`config.mk`:
```
export PLATFORM = sky130hd
export DESIGN_NAME = energy_pulse_output_gen
export DESIGN_NICKNAME = d
export VERILOG_FILES = /design/src/shared/pulse_out_pkg.sv /design/src/logic/energy_pulse_output_gen.sv /design/src/logic/pulse_shaper.sv
export SDC_FILE = /design/constraint.sdc
export NUM_CORES = 1
export LEC_CHECK = 0
export ABC_CLOCK_PERIOD_IN_PS = 9100
export BUFFER_PORTS_ARGS = -buffer_cell sky130_fd_sc_hd__buf_2
export CAP_MARGIN = 10
export CORE_UTILIZATION = 59
export DETAILED_ROUTE_END_ITERATION = 7
export PLACE_DENSITY_LB_ADDON = 0.3
export SYNTH_ARGS = -nofsm -noshare
export SYNTH_HDL_FRONTEND = slang
export SYNTH_HIERARCHICAL = 1
export SYNTH_SLANG_ARGS = --single-unit
```
`constraint.sdc`:
```
create_clock -name i_clk_sys -period 9.1 [get_ports i_clk_sys]
set_input_delay 1.82 -clock i_clk_sys [delete_from_list [all_inputs] [get_ports i_clk_sys]]
set_output_delay 1.82 -clock i_clk_sys [all_outputs]
set_load 0.05 [all_outputs]
```
`src/shared/pulse_out_pkg.sv`:
```
// constants for the energy pulse output stage
package pulse_out_pkg;
  // clock and time base
  localparam int CLK_HZ = 250_000_000;
  localparam int CLK_NS = 4;
  // nominal system clocks per master clock tick: divider for base rate
  localparam int MCLK_DIV = 70;
  // base rate divisor exponent; code 00 uses it plus 2 (2^23), lower for faster codes
  localparam int BASE_SHIFT = 21;
  // sample and accumulator widths
  localparam int SAMPLE_W = 24;
  localparam int ACC_W = 48;
  // pulse widths and period limits in ms
  localparam int LOW_WIDTH_MS = 275;
  localparam int LOW_PERIOD_MS = 550;
  localparam int CAL_WIDTH_MS = 90;
  localparam int CAL_PERIOD_MS = 180;
  // high frequency mode pulse width in ns
  localparam int HF_WIDTH_NS = 18_000;
  // cycle counts, derived at the system rate
  localparam int MS_CYC = 1_000_000 / CLK_NS;
  localparam int LOW_WIDTH_CYC = LOW_WIDTH_MS * MS_CYC;
  localparam int CAL_WIDTH_CYC = CAL_WIDTH_MS * MS_CYC;
  localparam int HF_WIDTH_CYC = (HF_WIDTH_NS + CLK_NS - 1) / CLK_NS;
  // cal multiplier per code, as log2: scale high / scale low
  localparam logic [3:0] MUL_HI_LOG2 [4] = '{4'h7, 4'h6, 4'h5, 4'h4};
  localparam logic [3:0] MUL_LO_LOG2 [4] = '{4'h6, 4'h5, 4'h4, 4'hB};
  // no-load threshold: 0.0014% of full scale, as parts per 10^7
  localparam int NOLOAD_PPT = 140;
  localparam int NOLOAD_DEN = 10_000_000;
  // full scale sample magnitude for the ac maximum
  localparam int FULL_SCALE = 24'h400000;
  // time counter width
  localparam int TCNT_W = 32;
endpackage

```
`src/logic/energy_pulse_output_gen.sv`:
```
// digital-to-frequency output stage with creep threshold
`timescale 1ns/1ps
// What this block does
// - base rate from clock, binary division select
// - low-rate full scale ac rates, dc double
// - calibration rate at most 2048 times
// - calibration multiplier table by scale select
// - calibration from same power, shorter accumulation
// - low-rate outputs active low, alternating
// - low-rate pulse 275 ms, half-period offset
// - period under 550 ms gives half width
// - calibration pulse active high 90 ms
// - period under 180 ms gives half width
// - high-frequency mode pulse fixed 18 us
// - no pulses below no-load minimum rate
// - no-load minimum 0.0014 percent full scale
// - no-load threshold off in high-frequency mode
module energy_pulse_output_gen (
  input wire logic i_clk_sys,
  input wire logic i_nrst,
  input wire logic signed [23:0] i_power_sample,
  input wire logic i_sample_valid,
  input wire logic i_rate_select_lo,
  input wire logic i_rate_select_hi,
  input wire logic i_calib_scale_select,
  output logic o_low_rate_pulse_a_n,
  output logic o_low_rate_pulse_b_n,
  output logic o_calibration_pulse_out
);
  localparam int AW = pulse_out_pkg::ACC_W;
  // --------------------------------------------------
  // pin synchronisers
  // --------------------------------------------------
  logic [2:0] sel_meta;
  logic [2:0] sel_sync;
  always_ff @(posedge i_clk_sys)
  begin
    sel_meta <= {i_calib_scale_select, i_rate_select_hi, i_rate_select_lo};
    sel_sync <= sel_meta;
  end
  wire [1:0] rate_code = sel_sync[1:0];
  wire scale_hi = sel_sync[2];
  wire hf_mode = !scale_hi && rate_code == 2'h3;
  // --------------------------------------------------
  // base rate: master clock tick divider
  // --------------------------------------------------
  logic [6:0] mclk_cnt;
  wire mclk_tick = mclk_cnt == 7'(pulse_out_pkg::MCLK_DIV - 1);
  always_ff @(posedge i_clk_sys)
  begin
    if (!i_nrst)
      mclk_cnt <= 7'h0;
    else if (mclk_tick)
      mclk_cnt <= 7'h0;
    else
      mclk_cnt <= mclk_cnt + 7'h1;
  end
  // --------------------------------------------------
  // thresholds from rate selection
  // --------------------------------------------------
  // log2 of full-scale samples per low-rate pulse: faster code, lower
  function automatic logic [5:0] low_shift(input logic [1:0] code);
    low_shift = 6'(pulse_out_pkg::BASE_SHIFT + 2) - 6'(code);
  endfunction
  function automatic logic [3:0] cal_mul(input logic hi,
                                         input logic [1:0] code);
    cal_mul = hi ? pulse_out_pkg::MUL_HI_LOG2[code]
                 : pulse_out_pkg::MUL_LO_LOG2[code];
  endfunction
  wire [5:0] low_sh = low_shift(rate_code);
  wire [3:0] mul_sh = cal_mul(scale_hi, rate_code);
  wire [5:0] cal_sh = low_sh - {2'h0, mul_sh};
  wire [AW-1:0] low_thr = {{(AW-24){1'b0}}, 24'(pulse_out_pkg::FULL_SCALE)}
    << low_sh;
  wire [AW-1:0] cal_thr = {{(AW-24){1'b0}}, 24'(pulse_out_pkg::FULL_SCALE)}
    << cal_sh;
  // --------------------------------------------------
  // accumulators, one for the low-rate pair and one for calibration
  // --------------------------------------------------
  logic signed [AW-1:0] low_acc;
  logic signed [AW-1:0] cal_acc;
  wire signed [AW-1:0] sample_ext = AW'(i_power_sample);
  wire take = i_sample_valid && mclk_tick;
  wire low_fire_raw = take && (low_acc + sample_ext) >= $signed(low_thr);
  wire cal_fire_raw = take && (cal_acc + sample_ext) >= $signed(cal_thr);
  always_ff @(posedge i_clk_sys)
  begin
    if (!i_nrst)
    begin
      low_acc <= '0;
      cal_acc <= '0;
    end
    else if (take)
    begin
      low_acc <= low_fire_raw ? low_acc + sample_ext - $signed(low_thr)
                              : low_acc + sample_ext;
      cal_acc <= cal_fire_raw ? cal_acc + sample_ext - $signed(cal_thr)
                              : cal_acc + sample_ext;
    end
  end
  // --------------------------------------------------
  // no-load threshold
  // --------------------------------------------------
  localparam logic [47:0] NL_NUM = 48'(pulse_out_pkg::FULL_SCALE)
    * 48'(pulse_out_pkg::NOLOAD_PPT);
  localparam logic [47:0] NL_LEVEL = NL_NUM
    / 48'(pulse_out_pkg::NOLOAD_DEN);
  wire below_min = i_power_sample < $signed(AW'(NL_LEVEL));
  wire allow = hf_mode || !below_min;
  wire low_fire = low_fire_raw && allow;
  wire cal_fire = cal_fire_raw && allow;
  // --------------------------------------------------
  // alternate low-rate pulses between two outputs
  // --------------------------------------------------
  logic which;
  always_ff @(posedge i_clk_sys)
  begin
    if (!i_nrst)
      which <= 1'b0;
    else if (low_fire)
      which <= !which;
  end
  // --------------------------------------------------
  // pulse shapers
  // --------------------------------------------------
  logic pa;
  logic pb;
  logic pc;
  pulse_shaper u_shape_a (
    .i_clk_sys(i_clk_sys),
    .i_nrst(i_nrst),
    .i_fire(low_fire && !which),
    .i_width(32'(pulse_out_pkg::LOW_WIDTH_CYC)),
    .i_fixed(1'b0),
    .o_pulse(pa)
  );
  pulse_shaper u_shape_b (
    .i_clk_sys(i_clk_sys),
    .i_nrst(i_nrst),
    .i_fire(low_fire && which),
    .i_width(32'(pulse_out_pkg::LOW_WIDTH_CYC)),
    .i_fixed(1'b0),
    .o_pulse(pb)
  );
  pulse_shaper u_shape_c (
    .i_clk_sys(i_clk_sys),
    .i_nrst(i_nrst),
    .i_fire(cal_fire),
    .i_width(hf_mode ? 32'(pulse_out_pkg::HF_WIDTH_CYC)
                     : 32'(pulse_out_pkg::CAL_WIDTH_CYC)),
    .i_fixed(hf_mode),
    .o_pulse(pc)
  );
  // --------------------------------------------------
  // registered outputs
  // --------------------------------------------------
  always_ff @(posedge i_clk_sys)
  begin
    if (!i_nrst)
    begin
      o_low_rate_pulse_a_n <= 1'b1;
      o_low_rate_pulse_b_n <= 1'b1;
      o_calibration_pulse_out <= 1'b0;
    end
    else
    begin
      o_low_rate_pulse_a_n <= !pa;
      o_low_rate_pulse_b_n <= !pb;
      o_calibration_pulse_out <= pc;
    end
  end
endmodule

```
`src/logic/pulse_shaper.sv`:
```
// pulse shaper: fixed width or half-period when periods run short
`timescale 1ns/1ps
module pulse_shaper (
  input wire logic i_clk_sys,
  input wire logic i_nrst,
  input wire logic i_fire,
  input wire logic [31:0] i_width,
  input wire logic i_fixed,
  output logic o_pulse
);
  logic [31:0] width_left;
  logic [31:0] since_last;
  logic [31:0] next_width;
  // half of the last period when it is short, else the fixed width
  assign next_width = (!i_fixed && since_last < {i_width[30:0], 1'b0})
    ? {1'b0, since_last[31:1]} : i_width;
  always_ff @(posedge i_clk_sys)
  begin
    if (!i_nrst)
    begin
      width_left <= 32'h0;
      since_last <= 32'hFFFFFFFF;
      o_pulse <= 1'b0;
    end
    else if (i_fire)
    begin
      width_left <= next_width - 32'h1;
      since_last <= 32'h0;
      o_pulse <= 1'b1;
    end
    else
    begin
      if (since_last != 32'hFFFFFFFF)
        since_last <= since_last + 32'h1;
      if (width_left != 32'h0)
        width_left <= width_left - 32'h1;
      else
        o_pulse <= 1'b0;
    end
  end
endmodule

```
## Word level (Yosys, flattened, before mapping)

Cells that the tools add are included.

| storage, ports and cells | value |
|---|---|
| register bits | 308 |
| logic and storage cells | 110 |

| operators by class | value |
|---|---|
| add/sub/neg operators | 16 |
| $lt $le $gt $ge | 7 |
| equal/unequal tests | 8 |
| shifts and indexed selects | 2 |
| multiplexer cells | 31 |
| bitwise operators | 2 |
| reductions and logical operators | 26 |

Operators with widths:

| cell | number |
|---|---|
| 32-bit 2-to-1 mux | 12 |
| 32-bit by 1-bit subtractor with 32-bit output, second input constant | 6 |
| 32-bit by 1-bit adder with 32-bit output, second input constant | 3 |
| 48-bit by 24-bit adder with 48-bit output | 2 |
| 48-bit greater-or-equal comparator | 2 |
| 48-bit 2-to-1 mux | 2 |
| 32-bit inequality test, second input constant | 3 |
| 32-bit nonzero test | 3 |
| 23-bit by 6-bit left shift with 48-bit output, first input constant | 2 |
| 48-bit subtractor | 2 |
| 31-bit 2-to-1 mux | 3 |
| 32-bit by 28-bit less-than comparator with 1-bit output, second input constant | 2 |
| 32-bit by 26-bit less-than comparator with 1-bit output | 1 |
| 25-bit 2-to-1 mux | 1 |
| 24-bit by 7-bit less-than comparator with 1-bit output, second input constant | 1 |
| 4-bit 2-to-1 mux | 5 |
| 4-bit binary-select mux with 2-bit select | 2 |
| 2-bit nonzero test | 6 |
| 1-bit logical AND | 9 |
| 7-bit by 1-bit adder with 7-bit output, second input constant | 1 |
| 7-bit == test, second input constant | 1 |
| 1-bit logical NOT | 6 |
| 1-bit 2-to-1 mux | 6 |
| 5-bit by 2-bit subtractor with 6-bit output, first input constant | 1 |
| 9 further kinds | 10 |

## Depth between registers and ports, before layout

| logic depth | value |
|---|---|
| depth in word-level cells | 11 |
| gate-level depth with buffers | 35 |
| depth with buffers taken out | 31 |

## Modules after synthesis

The synthesis kept the hierarchy.

By module, submodules not included:

| module | times used | cells an instance | area an instance (um^2) | seq. area each (um^2) |
|---|---|---|---|---|
| energy_pulse_output_gen | 1 | 1350 | 10341.2 | 2262.2 |
| pulse_shaper at u_shape_b ... | 2 | 609 | 4810.9 | 1301.2 |
| pulse_shaper at u_shape_a | 1 | 630 | 4844.6 | 1301.2 |

## Worst setup path after synthesis

Ideal clock, no wire load.

| timing | value |
|---|---|
| kind | input port to flip-flop |
| from | input i_power_sample[0] |
| to | register u_shape_c.width_left[30] |
| setup time | 0.123 ns |
| arrival time | 8.525 ns |
| required time | 8.977 ns |
| slack | 0.452 ns |
| stages | 32 |
| path buffers | 5 |
| cells stage by stage | ha_1 -> inv_1 -> fa_1 -> nor2b_1 -> o2111ai_1 -> a31oi_1 -> o2111ai_1 -> a21oi_1 -> o21a_1 -> a21o_1 -> a21oi_1 -> xnor2_1 -> ha_1 -> nand3_1 -> or4_1 -> o311ai_0 -> a21bo_2 -> o21ai_0 -> a211oi_1 -> nor2_1 -> clkbuf_1 -> buf_1 -> nor2_1 -> clkbuf_1 -> buf_1 -> buf_1 -> nor2_1 -> a31oi_2 -> nor4b_2 -> nand4_2 -> nor3_1 -> mux2_1 |

| on the way | value |
|---|---|
| longest elaborated chain between the ends | 5 |
| elaborated cells between the ends (all ways) | 9 |
| those cells by class | 1 x add/sub; 2 x order compare; 1 x mux; 5 x reduce/logical |

Ends and longest elaborated chain:

| what | RTL line | text |
|---|---|---|
| from (decl) | energy_pulse_output_gen.sv:21 | `input wire logic signed [23:0] i_power_sample,` |
| 48-bit by 24-bit adder with 48-bit output or 24-bit by 7-bit less-than comparator with 1-bit output (tied branches) | energy_pulse_output_gen.sv:85, energy_pulse_output_gen.sv:108 |  |
| 48-bit greater-or-equal comparator or 1-bit logical NOT (tied branches) | energy_pulse_output_gen.sv:85, energy_pulse_output_gen.sv:109 |  |
| 1-bit logical AND or 1-bit logical OR (tied branches) | energy_pulse_output_gen.sv:85, energy_pulse_output_gen.sv:109 |  |
| 1-bit logical AND (*) | energy_pulse_output_gen.sv:111 | `wire cal_fire = cal_fire_raw && allow;` |
| named net cal_fire | energy_pulse_output_gen.sv:111 |  |
| 32-bit 2-to-1 mux or 2-bit nonzero test (tied branches) | -- |  |
| to (signal assigned) | pulse_shaper.sv:27 | `width_left <= next_width - 32'h1;` |
| to (signal assigned) | pulse_shaper.sv:36 | `width_left <= width_left - 32'h1;` |
| to (decl) | pulse_shaper.sv:11 | `logic [31:0] width_left;` |

Mark *: on every way through the listed nets, which the timed path passes. The rest lies on a longest branch.
A chain may end at the register's enable or synchronous reset.

## Final worst setup path

Same ends and word-level chain as after synthesis.

==> out/qor.csv <==
stage,metric,value,unit
run_status,status,"complete, but fails checks",
run_status,failing checks,design-rule violations,
global_routing,antenna violations before repair,1,
placed_design,DPL Wire Length,45900,um
hold_path,worst hold path class,flip-flop to flip-flop,
route,Residual DRC,3,
cts,CTS Sinks,308,
global_routing,vias in the first global route,22800,
synthesis,"Seq/Total Area, Yosys",0.249,
global_routing,total gr overflow,0,
floorplanning,die height,207,um
synthesis,"Avg Cell Area, Syn",7.76,um^2
power,switching power,3060,uW
finish,Layout fillers,3403,
synthesis,Unique masters post-synth,100,
synthesis,Post-synth ARST share,0,
power,Pint,4030,uW
synthesis,mapped cell area,24800,um^2
synthesis,Synth Flop Type,dfxtp_1,
critical_path,Worst Path Required,9.54,ns
cts,# H-tree levels,2,
critical_path,capturing element type of the critical path,flip-flop,
critical_path,critical path arrival,8.88,ns
critical_path,crit path kind,primary input to flip-flop,
cts,Num CTS Buffers,38,
route,routed vias/inst,6.12,
critical_path,Critical Path Source Type,primary input,
sta,RSZ-0062 raised after global routing,false,
power,clock share of power,0.228,
synthesis,Synth Register Bits,308,
cts,CTS max path bufs,3,
placed_design,GP Congestion,0.940,
placed_design,Port Buffers,32,
floorplanning,Ports,33,
critical_path,CP max FO,92,
sta,"Worst Setup Slack, final",0.661,ns
critical_path,Crit-path slowest cell,a211oi_1,
power,register share of total power,0.289,
sta,Max Fclk,118,MHz
route,antenna-violating nets left,0,
power,Peak VDD IR,0.000165,V
floorplanning,core footprint,41100,um^2
global_routing,pin count of the biggest net entering global routing,93,
sta,Tcrit/Tclk final,0.927,
power,sw frac,0.431,
cts,Worst-path clk slew,0.06,ns
route,Wirelength per Cell,16.5,um
floorplanning,Die W,207,um
flow_run,max-cap violations,0,
route,drt pass-1 iters,8,
critical_path,"slowest stage delay, CP",0.50,ns
route,DR vias,23900,
cts,Clock Latency Late Sink,0.56,ns
power,leakage power,0.0115,uW
synthesis,Synth warnings,6,
synthesis,Syn Inst Count,3198,
finish,Final #Nets,3601,
route,final WL,64500,um
floorplanning,Row Count,74,
finish,Area Overhead vs Synth,10.4,%
sta,setup violators final,0,
power,Power per Cell Area,259,nW/um^2
sta,Worst Skew,0.0137,ns
placed_design,pre-CTS setup slack,0.157,ns
floorplanning,Initial Utilization,0.603,
route,DRT iter0 DRCs,1817,
cts,CTS tree,built,
sta,Final Hold Viols,0,
global_routing,Tot GR Track Use,0.293,
sta,Max Slew Vio Count,0,
sta,measured slew at the worst slew-check pin,1.11,ns
cts,Post-CTS Hold Fix Bufs,0,
sta,fin crit period,8.44,ns
cts,Root Driver,clkbuf_16,
sta,Slew headroom,0.255,
finish,share of layout cells above drive strength 1,0.0736,
synthesis,Post-synth EDFFs,0,
sta,Setup TNS,0,ns
floorplanning,Die ar.,42900,um^2
power,Comb power frac,0.483,
global_routing,first-pass GRT wire length,108000,um
synthesized netlist by cell type (9+ instances only):
cell	n	area share
a211o_1	9	0.0032
a211oi_1	40	0.012
a21boi_0	11	0.0033
a21o_1	59	0.018
a21oi_1	240	0.048
a2bb2oi_1	37	0.013
a31oi_1	24	0.0061
and2_1	37	0.0093
and3_1	41	0.010
and4_1	12	0.0042
buf_1	11	0.0017
buf_2	22	0.0044
clkbuf_1	97	0.015
dfxtp_1	308	0.25
ha_1	228	0.11
inv_1	154	0.023
mux2i_1	24	0.0097
nand2_1	364	0.055
nand2b_1	30	0.0076
nand3_1	89	0.018
nand4_1	69	0.017
nor2_1	226	0.034
nor2b_1	17	0.0043
nor3_1	84	0.017
nor3b_1	11	0.0033
nor4_1	46	0.012
o2111ai_1	39	0.014
o211a_1	12	0.0048
o211ai_1	34	0.010
o21a_1	27	0.0082
o21ai_0	244	0.049
o21bai_1	16	0.0048
o2bb2ai_1	22	0.0078
o31ai_1	14	0.0042
or2_2	11	0.0028
or3_1	48	0.012
xnor2_1	133	0.047
xor2_1	111	0.039
routing by layer:
metal,share of wire,track usage,vias up
met3,0.054,0.0349,155
li1,-,-,11800
met5,0,0,-
met4,0.027,0.104,0
met2,0.48,0.513,671
met1,0.44,0.371,11300
final cells by class:
class | instances | area (um^2) | share of cell area
multi-input cells | 2758 | 18100 | 0.661
flip-flops and latches | 308 | 6170 | 0.225
clock buffers | 50 | 1110 | 0.0405
well taps | 532 | 666 | 0.0243
inverters | 156 | 586 | 0.0214
repair buffers | 79 | 541 | 0.0197
clock inverters | 18 | 213 | 0.00777
diodes | 1 | 2.50 | 0.0000914
worst paths after layout:
kind,startpoint,endpoint,slack (ns),cells past startpoint
setup reg to reg,cal_acc[0],u_shape_c/width_left[30],1.68,29
hold / removal,sel_meta[0],sel_sync[0],0.33,0
hold reg to reg,sel_meta[0],sel_sync[0],0.33,0
setup / recovery,i_power_sample[0],u_shape_c/width_left[30],0.66,30
cell usage in the layout, fill, tap and decap left out, types with 9 or more instances in the layout:
| cell | instances |
|---|---|
| nand2_1 | 363 |
| dfxtp_1 | 308 |
| o21ai_0 | 244 |
| a21oi_1 | 240 |
| ha_1 | 228 |
| nor2_1 | 222 |
| conb_1 | 169 |
| inv_1 | 154 |
| xnor2_1 | 133 |
| xor2_1 | 111 |
| nand3_1 | 89 |
| nor3_1 | 84 |
| nand4_1 | 69 |
| a21o_1 | 59 |
| or3_1 | 48 |
| nor4_1 | 46 |
| buf_4 | 46 |
| and3_1 | 41 |
| clkbuf_16 | 41 |
| a211oi_1 | 40 |
| o2111ai_1 | 39 |
| a2bb2oi_1 | 37 |
| and2_1 | 36 |
| o211ai_1 | 34 |
| buf_2 | 31 |
| nand2b_1 | 30 |
| o21a_1 | 27 |
| a31oi_1 | 24 |
| mux2i_1 | 24 |
| o2bb2ai_1 | 22 |
| nor2b_1 | 17 |
| o21bai_1 | 16 |
| and4_1 | 12 |
| o211a_1 | 12 |
| or2_2 | 11 |
| o31ai_1 | 11 |
| a21boi_0 | 11 |
| nor3b_1 | 11 |
| a211o_1 | 9 |
worst max-delay path, delay by kind of cell:
family / cells / cell delay (ns)
AO/OA/AOI/OAI: 11 / 2.87
XOR/XNOR: 1 / 0.25
adder cells (fa/ha/maj): 4 / 1.21
buffers and inverters: 4 / 0.59
multiplexers: 1 / 0.34
AND/OR/NAND/NOR: 9 / 1.78
per-stage QoR:
step | cells | instance area, um^2 | util | hold WS (ns) | total power, uW
after global routing | 3902 | 27400 | 0.666 | 0.334 | 7580
after detailed placement | 3833 | 26100 | 0.634 | 0.314 | 5400
after CTS | 3901 | 27400 | 0.666 | 0.329 | 7050
after global placement | 3833 | 26100 | 0.634 | 0.316 | 5240
after floorplan | 3365 | 25400 | - | 0.310 | 4610
final | 3902 | 27400 | 0.666 | 0.328 | 7090
state kept, by name, indices dropped and copies added, names as in the netlist, 3 cells and up:
register and count:
u_shape_c/width_left 32, sel_meta 3, sel_sync 3, cal_acc 48
u_shape_b/since_last 32, mclk_cnt 7, low_acc 48, u_shape_a/width_left 32
u_shape_a/since_last 32, u_shape_c/since_last 32, u_shape_b/width_left 32
what timing repair did:
item | CTS | global route
setup endpoints to repair | 0 | 2
buffers inserted | 0 | 0
gates resized for setup | 0 | 1
kinds of logic (layout without fill, tap and decap cells):
kind of cell / Yosys count / in the layout / share of synthesized area
xor+xnor: 244 / 244 / 0.0861
flops: 308 / 308 / 0.249
fa+ha+maj: 230 / 230 / 0.117
compound gates: 921 / 921 / 0.246
mux: 35 / 35 / 0.0149
other cells: 2 / 170 / 0.000303
buf+inv: 299 / 303 / 0.0495
simple gates: 1159 / 1159 / 0.238
power groups by stage:
stage               combinational [uW]  sequential, uW  clock (uW)
finish                            3420            2050        1620
global route                      3800            2080        1700
CTS                               3370            2030        1640
detailed placement                3340            2060           0
global placement                  3190            2050           0
floorplan                         2670            1940           0
No activity file was read; power rests on OpenSTA's default activity.
